[src/design/perf_counter_pkg.sv]
// Constants and carrier types for the two performance counters of the memory controller.
// Assumes every user of these names sits on the memory controller clock.
package perf_counter_pkg;

  localparam int CFG_ONE_LSB      = 0;
  localparam int CFG_TWO_LSB      = 16;
  localparam int REGION_EN_ONE    = 14;
  localparam int INIT_EN_ONE      = 15;
  localparam int REGION_EN_TWO    = 30;
  localparam int INIT_EN_TWO      = 31;
  localparam int SEL_REGION_ONE   = 0;
  localparam int SEL_ID_ONE       = 8;
  localparam int SEL_REGION_TWO   = 16;
  localparam int SEL_ID_TWO       = 24;

  localparam logic [31:0] CONFIG_RESET = 32'h0000_0000;
  localparam logic [31:0] SELECT_RESET = 32'h0000_0000;
  localparam logic [31:0] COUNT_RESET  = 32'h0000_0000;
  localparam logic [7:0]  AGE_RESET    = 8'h00;

  localparam logic [3:0] EV_ALL       = 4'h0;
  localparam logic [3:0] EV_ACTIVATE  = 4'h1;
  localparam logic [3:0] EV_READ      = 4'h2;
  localparam logic [3:0] EV_WRITE     = 4'h3;
  localparam logic [3:0] EV_FULL      = 4'h4;
  localparam logic [3:0] EV_ELEVATE   = 4'h8;
  localparam logic [3:0] EV_PENDING   = 4'h9;

  localparam logic [3:0] REGION_SDRAM = 4'h0;
  localparam logic [3:0] REGION_REGS  = 4'h7;

  // One command as accepted from the interconnect, with its size in burst units.
  typedef struct packed {
    logic       valid;
    logic       write;
    logic       to_regs;
    logic [7:0] initiator;
    logic [7:0] pieces;
  } command_t;

  // Per-counter settings unpacked from the configuration and select words.
  typedef struct packed {
    logic [3:0] code;
    logic       region_en;
    logic       init_en;
    logic [3:0] region;
    logic [7:0] init_id;
  } counter_cfg_t;

endpackage : perf_counter_pkg

[src/design/perf_event_counter.sv]
// One 32-bit performance counter with its event selection and filters.
// Assumes event strobes are single-cycle pulses on the memory controller clock.
`timescale 1ns/1ns
module perf_event_counter
(
  input  wire logic                           i_clk,
  input  wire logic                           i_reset,
  input  wire logic                           i_clear,
  input  wire perf_counter_pkg::counter_cfg_t i_cfg,
  input  wire perf_counter_pkg::command_t     i_cmd,
  input  wire perf_counter_pkg::command_t     i_act,
  input  wire logic                           i_full,
  input  wire logic                           i_pending,
  input  wire perf_counter_pkg::command_t     i_elevate,
  output logic [31:0]                         o_count
);

  function automatic logic passes(input perf_counter_pkg::counter_cfg_t c,
                                  input perf_counter_pkg::command_t t);
    logic id_ok;
    logic reg_ok;
    id_ok  = !c.init_en || (t.initiator == c.init_id);
    reg_ok = !c.region_en ||
             ((c.region == perf_counter_pkg::REGION_SDRAM) && !t.to_regs) ||
             ((c.region == perf_counter_pkg::REGION_REGS) && t.to_regs);
    passes = t.valid && id_ok && reg_ok;
  endfunction : passes

  wire logic        cmd_ok  = passes(i_cfg, i_cmd);
  wire logic        act_ok  = passes(i_cfg, i_act);
  wire logic        elev_ok = passes(i_cfg, i_elevate);
  wire logic [31:0] pieces  = {24'h00_0000, i_cmd.pieces};
  logic [31:0]      step;

  always_comb
  begin
    step = 32'h0000_0000;
    case (i_cfg.code)
      perf_counter_pkg::EV_ALL:      step = cmd_ok ? pieces : 32'h0000_0000;
      perf_counter_pkg::EV_ACTIVATE: step = act_ok ? 32'h0000_0001 : 32'h0000_0000;
      perf_counter_pkg::EV_READ:     step = (cmd_ok && !i_cmd.write) ? pieces : 32'h0000_0000;
      perf_counter_pkg::EV_WRITE:    step = (cmd_ok && i_cmd.write) ? pieces : 32'h0000_0000;
      perf_counter_pkg::EV_FULL:     step = i_full ? 32'h0000_0001 : 32'h0000_0000;
      perf_counter_pkg::EV_ELEVATE:  step = elev_ok ? 32'h0000_0001 : 32'h0000_0000;
      perf_counter_pkg::EV_PENDING:  step = i_pending ? 32'h0000_0001 : 32'h0000_0000;
      default:                       step = 32'h0000_0000;
    endcase
  end

  always_ff @(posedge i_clk or posedge i_reset)
  begin
    if (i_reset)
      o_count <= perf_counter_pkg::COUNT_RESET;
    else if (i_clear)
      o_count <= perf_counter_pkg::COUNT_RESET;
    else
      o_count <= o_count + step;
  end

endmodule : perf_event_counter

[src/design/perf_counter_event_select.sv]
// Top of the performance counter event selection, with starvation tracking of the oldest command.
// Assumes command, activate and queue signals come from controller logic on the same clock.
`timescale 1ns/1ns
module perf_counter_event_select
(
  input  wire logic                       i_clk,
  input  wire logic                       i_reset,
  input  wire logic [31:0]                i_counter_config_register,
  input  wire logic [31:0]                i_initiator_region_select_register,
  input  wire logic [7:0]                 i_starvation_transfer_threshold,
  input  wire logic                       i_clear_one,
  input  wire logic                       i_clear_two,
  input  wire perf_counter_pkg::command_t i_cmd,
  input  wire perf_counter_pkg::command_t i_act,
  input  wire logic                       i_queue_full,
  input  wire logic                       i_queue_pending,
  input  wire logic                       i_transfer_done,
  input  wire logic                       i_oldest_new,
  input  wire logic [7:0]                 i_oldest_initiator,
  input  wire logic                       i_oldest_to_regs,
  output logic [31:0]                     o_perf_counter_one,
  output logic [31:0]                     o_perf_counter_two,
  output logic                            o_raise_priority
);

  // Settings are taken straight from the register words so a write steers counting in the same cycle.
  perf_counter_pkg::counter_cfg_t cfg_one;
  perf_counter_pkg::counter_cfg_t cfg_two;
  assign cfg_one.code      = i_counter_config_register[perf_counter_pkg::CFG_ONE_LSB +: 4];
  assign cfg_one.region_en = i_counter_config_register[perf_counter_pkg::REGION_EN_ONE];
  assign cfg_one.init_en   = i_counter_config_register[perf_counter_pkg::INIT_EN_ONE];
  assign cfg_one.region    = i_initiator_region_select_register[perf_counter_pkg::SEL_REGION_ONE +: 4];
  assign cfg_one.init_id   = i_initiator_region_select_register[perf_counter_pkg::SEL_ID_ONE +: 8];
  assign cfg_two.code      = i_counter_config_register[perf_counter_pkg::CFG_TWO_LSB +: 4];
  assign cfg_two.region_en = i_counter_config_register[perf_counter_pkg::REGION_EN_TWO];
  assign cfg_two.init_en   = i_counter_config_register[perf_counter_pkg::INIT_EN_TWO];
  assign cfg_two.region    = i_initiator_region_select_register[perf_counter_pkg::SEL_REGION_TWO +: 4];
  assign cfg_two.init_id   = i_initiator_region_select_register[perf_counter_pkg::SEL_ID_TWO +: 8];

  logic [7:0] age;
  logic       raised;
  wire logic  reach = (i_starvation_transfer_threshold != 8'h00) &&
                      (age >= i_starvation_transfer_threshold);
  wire logic  raise_now = reach && !raised && !i_oldest_new && i_queue_pending;

  // Elevation events are counted once per oldest command, at the moment it is raised.
  perf_counter_pkg::command_t elevate;
  assign elevate.valid     = raise_now;
  assign elevate.write     = 1'b0;
  assign elevate.to_regs   = i_oldest_to_regs;
  assign elevate.initiator = i_oldest_initiator;
  assign elevate.pieces    = 8'h01;

  wire logic [7:0] next_age = i_oldest_new ? perf_counter_pkg::AGE_RESET :
                              ((i_transfer_done && age != 8'hFF) ? age + 8'h01 : age);

  always_ff @(posedge i_clk or posedge i_reset)
  begin
    if (i_reset)
    begin
      age              <= perf_counter_pkg::AGE_RESET;
      raised           <= 1'b0;
      o_raise_priority <= 1'b0;
    end
    else
    begin
      age              <= next_age;
      raised           <= i_oldest_new ? 1'b0 : (raised || raise_now);
      o_raise_priority <= !i_oldest_new && (raised || raise_now);
    end
  end

  perf_event_counter counter_one
  (
    .i_clk     (i_clk),
    .i_reset   (i_reset),
    .i_clear   (i_clear_one),
    .i_cfg     (cfg_one),
    .i_cmd     (i_cmd),
    .i_act     (i_act),
    .i_full    (i_queue_full),
    .i_pending (i_queue_pending),
    .i_elevate (elevate),
    .o_count   (o_perf_counter_one)
  );

  perf_event_counter counter_two
  (
    .i_clk     (i_clk),
    .i_reset   (i_reset),
    .i_clear   (i_clear_two),
    .i_cfg     (cfg_two),
    .i_cmd     (i_cmd),
    .i_act     (i_act),
    .i_full    (i_queue_full),
    .i_pending (i_queue_pending),
    .i_elevate (elevate),
    .o_count   (o_perf_counter_two)
  );

endmodule : perf_counter_event_select

[config.mk]
export PLATFORM = sky130hd
export DESIGN_NAME = perf_counter_event_select
export DESIGN_NICKNAME = d
export VERILOG_FILES = /design/src/design/perf_counter_pkg.sv /design/src/design/perf_event_counter.sv /design/src/design/perf_counter_event_select.sv
export SDC_FILE = /design/constraint.sdc
export NUM_CORES = 1
export LEC_CHECK = 0
export ABC_AREA = 0
export BUFFER_PORTS_ARGS = -buffer_cell sky130_fd_sc_hd__buf_2
export CORE_UTILIZATION = 45
export DETAILED_ROUTE_END_ITERATION = 6
export PLACE_DENSITY_LB_ADDON = 0.15
export SYNTH_ARGS = -nofsm -noshare
export SYNTH_HDL_FRONTEND = slang
export SYNTH_SLANG_ARGS = --single-unit
[constraint.sdc]
create_clock -name i_clk -period 5.2 [get_ports i_clk]
set_clock_uncertainty 0.05 [all_clocks]
set_input_delay 0.26 -clock i_clk [delete_from_list [all_inputs] [get_ports i_clk]]
set_output_delay 0.26 -clock i_clk [all_outputs]
set_load 0.02 [all_outputs]
* Word level (Yosys, flattened, before mapping)
Index checks and enable logic that the tools add are counted.
** Storage, ports and cells
- Input port bits :: 127
- Flip-flop bits (word level) :: 74
- Output and inout port bits :: 65
- Logic and storage cells :: 118
** Cells by class
- Add/sub/neg operators :: 3
- $lt $le $gt $ge :: 1
- Mux-type cells :: 19
- Eq/ne operators :: 21
- Reductions and logical operators :: 69
** Operators by type and width (number)
- $pmux W32 S7 :: 2
- $add A32 B32 Y32 :: 2
- $mux W32 :: 2
- $mux W8 :: 8
- $eq A8 B8 Y1 :: 6
- $logic_and A1 B1 Y1 :: 34
- $logic_or A1 B1 Y1 :: 19
- $eq A4 B2 Y1 const B :: 4
- $eq A4 B3 Y1 const B :: 4
- $eq A4 B4 Y1 const B :: 4
- $logic_not A4 Y1 :: 4
- $logic_not A1 Y1 :: 10
- $add A8 B1 Y8 const B :: 1
- $eq A4 B1 Y1 const B :: 2
- $ge A8 B8 Y1 :: 1
- $ne A8 B8 Y1 const B :: 1
- $reduce_bool A8 Y1 :: 1
- $mux W1 :: 7
- $reduce_bool A2 Y1 :: 1

* Longest topological paths before layout
Gate-level depths: netlist (run 1).
- Depth after elaboration :: 11
- Gate-level depth with buffers :: 17
- Depth with buffers taken out :: 16

* Cells and area by module
A second synthesis (run 1) with hierarchy kept.
** Second synthesis, totals
- Cells, all modules :: 594
- Area total of the unflattened synthesis :: 5270.1 µm²
** By module, submodules not included
- perf_event_counter :: area an instance 2274.7 µm², times used 2, cells an instance 256
- perf_counter_event_select :: area an instance 720.7 µm², times used 1, cells an instance 82

* Worst setup path after synthesis (run 1)
No wires, ideal clock.
- Path type :: register to register
- Start :: reg age[6]
- End :: reg counter_one.o_count[24]
- Required time :: 5.025 ns
- Slack :: 1.377 ns
- Stages on the path, launching flop included :: 15
- Period minus slack after synthesis :: 3.823 ns
- Arrival :: 3.649 ns
- Cell sequence :: dfrtp_1 ha_1 a211oi_1 nand3_1 o21ai_0 and4b_1 a2111o_1 ha_1 fa_1 a211oi_1 nor2_1 o41a_1 buf_2 nand3_1 mux2_2
** On the way
- Cells in the longest elaborated chain, start to end :: 11
** Ends and longest elaborated chain
- start: declaration :: RTL line perf_counter_event_select.sv:40 : logic [7:0] age;
- start signal: assignment :: RTL line perf_counter_event_select.sv:61 : age <= perf_counter_pkg::AGE_RESET;
- start signal: assignment :: RTL line perf_counter_event_select.sv:67 : age <= next_age;
- $ge A8 B8 Y1 :: RTL line perf_counter_event_select.sv:43 : (age >= i_starvation_transfer_threshold);
- $logic_and A1 B1 Y1 :: RTL line perf_counter_event_select.sv:42 : wire logic reach = (i_starvation_transfer_threshold != 8'h00) &&
- $logic_and A1 B1 Y1 (3 in a row) :: RTL line perf_counter_event_select.sv:44 : wire logic raise_now = reach && !raised && !i_oldest_new && i_queue_pending;
- $logic_and A1 B1 Y1 (2 in a row) :: RTL line perf_event_counter.sv:26 : passes = t.valid && id_ok && reg_ok;
- $mux W1 :: RTL line perf_event_counter.sv:44 : perf_counter_pkg::EV_ELEVATE: step = elev_ok ? 32'h0000_0001 : 32'h0000_0000;
- $pmux W32 S7 :: RTL line perf_event_counter.sv:38 : case (i_cfg.code)
- $add A32 B32 Y32 :: RTL line perf_event_counter.sv:57 : o_count <= o_count + step;
- $mux W32 :: RTL line perf_event_counter.sv:54 : else if (i_clear)
- end signal: assignment :: RTL line perf_event_counter.sv:53 : o_count <= perf_counter_pkg::COUNT_RESET;
- end signal: assignment :: RTL line perf_event_counter.sv:55 : o_count <= perf_counter_pkg::COUNT_RESET;
- end signal: assignment :: RTL line perf_event_counter.sv:57
- end: declaration :: RTL line perf_event_counter.sv:15 : output logic [31:0] o_count
Every way passes these cells.
A chain may end at the register's enable or synchronous reset.

* Worst setup path in the final report (run 1)
Same ends and word-level chain as after synthesis.

==> impl_metrics.toml, run 1 <==
[clocking]
ctsResizeCount = 0
root_buffer = "clkbuf_16"
clock_path_buffers = 2
post_cts_buffers = 0
holdBufCountCts = 0
cts_tree = "built"
cts_sinks = 73
h-tree-depth = 3
clk_latency_ns = 0.33
path_clk_slew_ns = 0.05
cts_buffers = 9

[placed_design]
pre_cts_ws_ns = 0.9595
port_buffers = 154
dp_hpwl_um = 9789
gp_congestion = 0.8469

[detailed_routing]
dr.pass1.iters = 4
drt-initial-drc-count = 231
vias = 4708
post_drt_wl_per_cell_um = 15.04
ant_nets = 0
vias_per_cell = 5.487
drt_wl_total_um = 12910
drc = 0

[logic_synthesis]
yosysUniqueCellTypes = 53
synth_area_um2 = 5121
synthFlopType = "dfrtp_1"
ys_seq_elements = 73
ys_seq_area_frac = 0.3567
async_flop_share = 1.000
syn-num-nets = 718
syn-mean-instance-area_um2 = 9.080
yosys_warnings = 0
synth-edff-count = 0
syn_inst = 564

[floorplanning]
num_rows = 38
die-area_um2 = 11810
start_util = 0.4663
die_h_um = 108.7
fp.dieW_um = 108.7
io_pins = 192
core_um2 = 10980

[power_and_ir_drop]
clkPwrFrac = 0.442
switching_share = 0.2366
ir_worst_vdd_v = 0.0002129
p_leak_nw = 3.065
p_per_area_nw_per_um2 = 207.2
share_comb_of_total_power = 0.116
p_sw_w = 0.0003081
p_int_w = 0.0009939
seq_power_share = 0.442

[global_route]
grt_pass1_vias = 4668
grtUsageTotal = 0.2339
grt_overflow = 0
grt_pass1_wl_um = 21810
antenna_found_initial = 0
grt_max_degree = 74

[sta]
hold_viol = 0
min_period_over_period = 0.8360
setup_viol = 0
setup_tns_ns = 0
tightest_slew_ns = 1.003
setup_slack_ns = 0.8526
rsz0062_at_grt = "false"
slew_headroom = 0.3312
fmax_mhz = 230.0
drv_slew = 0
period_minus_slack_ns = 4.347

[setup_path]
slowest_stage = "o41a_1"
path_buf_inv = 0
end_kind = "flop"
start_kind = "flop"
crit_arrival_ns = 4.51
worst-setup-path-type = "flop to flop"
path_max_fanout = 9
path_cells = "ha_1 -> a211oi_1 -> nand3_1 -> o21ai_0 -> and4b_1 -> a2111o_1 -> ha_1 -> fa_1 -> a211oi_1 -> nor2_1 -> o41a_1 -> nand3_1 -> mux2_2"
crit_path_max_incr_delay_ns = 0.56
cpLargestDelayFamily = "compound AO/OA/AOI/OAI gates"
required_ns = 5.36

[finish]
area_growth_pct = 22.72
layout_common_cells = "buf_2, nor2_1, dfrtp_1"
drive_above_1_share = 0.2524
mostFrequentLayoutCell = "buf_2"
final_nets = 869

[hold_path]
hp-class = "input pin to flop"

[outcome]
status = "finished, final reports clean"

[run]
drv_cap = 0
[power groups by stage]
| stage | Combinational (W) | Clock (W) | Sequential, W |
|---|---|---|---|
| final | 0.000151 | 0.000576 | 0.000575 |
| after global routing | 0.000169 | 0.000615 | 0.000575 |
| after CTS | 0.000153 | 0.000590 | 0.000575 |
| after detailed placement | 0.000152 | 0 | 0.000585 |
| after global placement | 0.000149 | 0 | 0.000585 |
| after floorplan | 0.0000768 | 0 | 0.000587 |
[cells in the mapped netlist, types with 2 or more instances]
master	instances	area, um^2
nor4_1	9	56.30
and2_1	19	118.9
or4_1	4	30.03
nand2_1	23	86.33
o31ai_1	3	22.52
or3_1	4	25.02
o21a_1	3	22.52
xor2_1	35	306.5
buf_2	2	10.01
nand4_1	24	150.1
fa_1	2	40.04
nand3_1	21	105.1
inv_1	14	52.55
a211oi_1	5	37.54
a2111o_1	2	22.52
xnor2_1	72	630.6
and4b_1	2	20.02
nor2b_1	7	43.79
a21o_1	6	45.04
nor4b_1	5	43.79
nand4b_1	3	26.28
o21ai_1	2	10.01
and4_1	8	70.07
nand2b_1	3	18.77
o21ai_0	23	115.1
and3_1	11	68.82
nor3b_1	2	15.01
o211ai_1	6	45.04
a21oi_1	28	140.1
ha_1	25	312.8
nor3_1	9	45.04
dfrtp_1	73	1827
clkbuf_1	13	48.80
and4_4	2	22.52
o2111ai_1	3	26.28
nor2_1	74	277.8
[final timing paths]
kind,from,to,slack [ns],depth (start not counted)
min,i_oldest_new,o_raise_priority,0.17,2
max reg2reg,age[6],counter_one.o_count[24],0.85,13
max in group asynchronous,i_reset,counter_one.o_count[4],4.33,3
max,age[6],counter_one.o_count[24],0.85,13
min in group asynchronous,i_reset,counter_one.o_count[18],0.18,3
min reg2reg,counter_one.o_count[31],counter_one.o_count[31],0.49,2
[metal layers]
| metal | vias up | wire [um] | GRT usage |
|---|---|---|---|
| met3 | 21 | 826 | 0.05380 |
| met1 | 2222 | 5685 | 0.2961 |
| li1 | 2301 | - | - |
| met4 | 0 | 286 | 0.08784 |
| met5 | - | 0 | 0 |
| met2 | 164 | 6109 | 0.3874 |
[stage by stage]
step	util	instance area (um^2)	hold WS [ns]	power, W	instances
after floorplan	-	5121	0.2756	0.0006638	564
after CTS	0.5720	6282	0.1655	0.001318	857
final	0.5722	6285	0.1684	0.001302	858
after global routing	0.5720	6282	0.1848	0.001360	857
after global placement	0.5474	6012	0.4712	0.0007337	844
after detailed placement	0.5474	6012	0.4742	0.0007375	844
[registers in the layout (all words and copies together), names as in the netlist]
name                 cells
counter_one.o_count     32
age                      8
o_raise_priority         1
counter_two.o_count     32
[logic make-up (layout without fill, tap and decap cells)]
logic type,count (synthesis),after routing,synth area share
other,0,1,0
AND/OR/NAND/NOR,236,236,0.2529
XOR/XNOR,107,107,0.1830
flip-flops,73,73,0.3567
adder cells (fa/ha/maj),27,27,0.06890
multiplexers,1,1,0.002199
buffers and inverters,31,184,0.02541
AO/OA/AOI/OAI,89,89,0.1109
[layout make-up]
cell class	count	area [um^2]
antenna	1	2.502
clock buffer	13	270.3
fill	958	4698
inverter	14	52.55
multi-input combinational	460	3164
sequential	73	1827
tap	140	175.2
timing repair buffer	157	793.3
Note: power is estimated with default switching activity, not from simulation.
==> run 2: changes to the inputs <==
clock period = 3.95 ns   (was 5.2 ns; I/O delays follow)
==> run 2 against run 1 <==
Net effect: first-iteration DRC count shrank 3.9%; via count shrank 0.15%; die area is the same; clock-buffer cell count grew 1; critical path type unchanged.
==> impl_metrics.toml, run 2 (synthesis results as in run 1) <==
[outcome]
status = "finished, final reports clean"

[hold_path]
hp-class = "input pin to asynchronous set/reset pin"

[sta]
rsz0062_at_grt = "false"
min_period_over_period = 0.9363
drv_slew = 0
slew_headroom = 0.3928
setup_tns_ns = 0
setup_viol = 0
tightest_slew_ns = 0.9095
fmax_mhz = 270.4
period_minus_slack_ns = 3.698
setup_slack_ns = 0.2518
hold_viol = 0

[clocking]
path_clk_slew_ns = 0.06
clock_path_buffers = 2
cts_buffers = 9
h-tree-depth = 3
post_cts_buffers = 0
cts_sinks = 73
cts_tree = "built"
root_buffer = "clkbuf_16"
clk_latency_ns = 0.33
holdBufCountCts = 0

[finish]
drive_above_1_share = 0.2738
layout_common_cells = "buf_2, nor2_1, dfrtp_1"
area_growth_pct = 25.41
final_nets = 883
utilization = 0.5848
n_antenna_cell = 0
mostFrequentLayoutCell = "buf_2"
top_regs = "counter_one.o_count x32, counter_two.o_count x32, age x8"
finalNonFillerCells = 874

[floorplanning]
io_pins = 192
die-area_um2 = 11810
fp.dieW_um = 108.7
core_um2 = 10980
die_h_um = 108.7
start_util = 0.4663
num_rows = 38

[global_route]
grtUsageTotal = 0.2316
grt_pass1_wl_um = 21490
grt_max_degree = 45
grt_pass1_vias = 4700
grt_overflow = 0
antenna_found_initial = 1

[detailed_routing]
drt-initial-drc-count = 222
ant_nets = 0
post_drt_wl_per_cell_um = 14.91
dr.pass1.iters = 4
drc = 0
drt_wl_total_um = 13040
vias_per_cell = 5.379
vias = 4701

[power_and_ir_drop]
power_w = 0.001727
share_comb_of_total_power = 0.118
switching_share = 0.2451
p_leak_nw = 3.141
clkPwrFrac = 0.444
p_sw_w = 0.0004232
p_per_area_nw_per_um2 = 268.9
seq_power_share = 0.438
ir_worst_vdd_v = 0.0002904
p_int_w = 0.001304

[setup_path]
worst-setup-path-type = "flop to flop"
required_ns = 4.11
path_max_fanout = 9
start_kind = "flop"
end_kind = "flop"
crit_arrival_ns = 3.86

[run]
drv_cap = 0

[placed_design]
dp_hpwl_um = 10210
pre_cts_ws_ns = -0.01499
port_buffers = 154
gp_congestion = 0.9466
dpl.cell_count = 858
[run 2: changes by cell type in the layout (fill, tap and decap cells not counted), moves of 2 or more]
cell      delta
a211oi_1     -2
a211oi_2     +2
buf_4       +14
clkbuf_1     +2
[run 2: worst max-delay path: stages (launching register included)]
cell and delay, ns:
dfrtp_1 0.38, ha_1 0.30, buf_4 0.15, nand4_1 0.06
nand3_1 0.10, o21ai_2 0.15, and4b_1 0.21, a2111o_1 0.38
ha_1 0.22, fa_2 0.36, a211oi_2 0.19, nor2_1 0.09
o41a_1 0.48, nand3_1 0.14, mux2_2 0.33
[run 2: power by group through the flow]
| stage | Clock [W] | Sequential, W | Combinational (W) |
|---|---|---|---|
| after CTS | 0.000779 | 0.000756 | 0.000206 |
| after global routing | 0.000811 | 0.000757 | 0.000227 |
| after detailed placement | 0 | 0.000770 | 0.000205 |
| after global placement | 0 | 0.000769 | 0.000200 |
| final | 0.000766 | 0.000756 | 0.000204 |
| after floorplan | 0 | 0.000773 | 0.000101 |
[run 2: path summary, 6_finish.rpt]
kind / slack [ns] / cells past startpoint / to / from
setup reg to reg: 0.25 / 14 / counter_one.o_count[24] / age[6]
hold / removal: 0.02 / 2 / counter_one.o_count[29] / i_reset
hold reg to reg: 0.49 / 2 / counter_one.o_count[31] / counter_one.o_count[31]
setup / recovery: 0.25 / 14 / counter_one.o_count[24] / age[6]
max in group asynchronous: 2.88 / 3 / counter_one.o_count[10] / i_reset
min in group i_clk: 0.11 / 2 / o_raise_priority / i_oldest_new
[run 2: layout make-up]
type / count / area [um^2]
clock buffers: 14 / 264.0
clock inverters: 2 / 12.51
fillers: 1008 / 4561
inverters: 14 / 52.55
multi-input cells: 460 / 3193
flip-flops and latches: 73 / 1827
well taps: 140 / 175.2
repair buffers: 171 / 898.4
[run 2: metrics by stage]
step                      hold WS (ns)  instance area, um^2
after global placement          0.4054                 6117
after floorplan                 0.2131                 5121
after detailed placement        0.4076                 6117
after CTS                      0.05406                 6394
after global routing            0.1118                 6422
final                          0.01545                 6422
[run 2: repair_timing]
action / in CTS / in global routing
gates resized for setup: 1 / 6
endpoints found under the setup margin: 3 / 21
pin swaps: 1 / 1
[run 2: metal layers]
layer | vias to the layer above | wire length [um] | global-route usage
met2 | 160 | 6087 | 0.3920
met4 | 2 | 345 | 0.1052
met3 | 27 | 792 | 0.04782
li1 | 2343 | - | -
met5 | - | 19 | 0
met1 | 2169 | 5791 | 0.2826
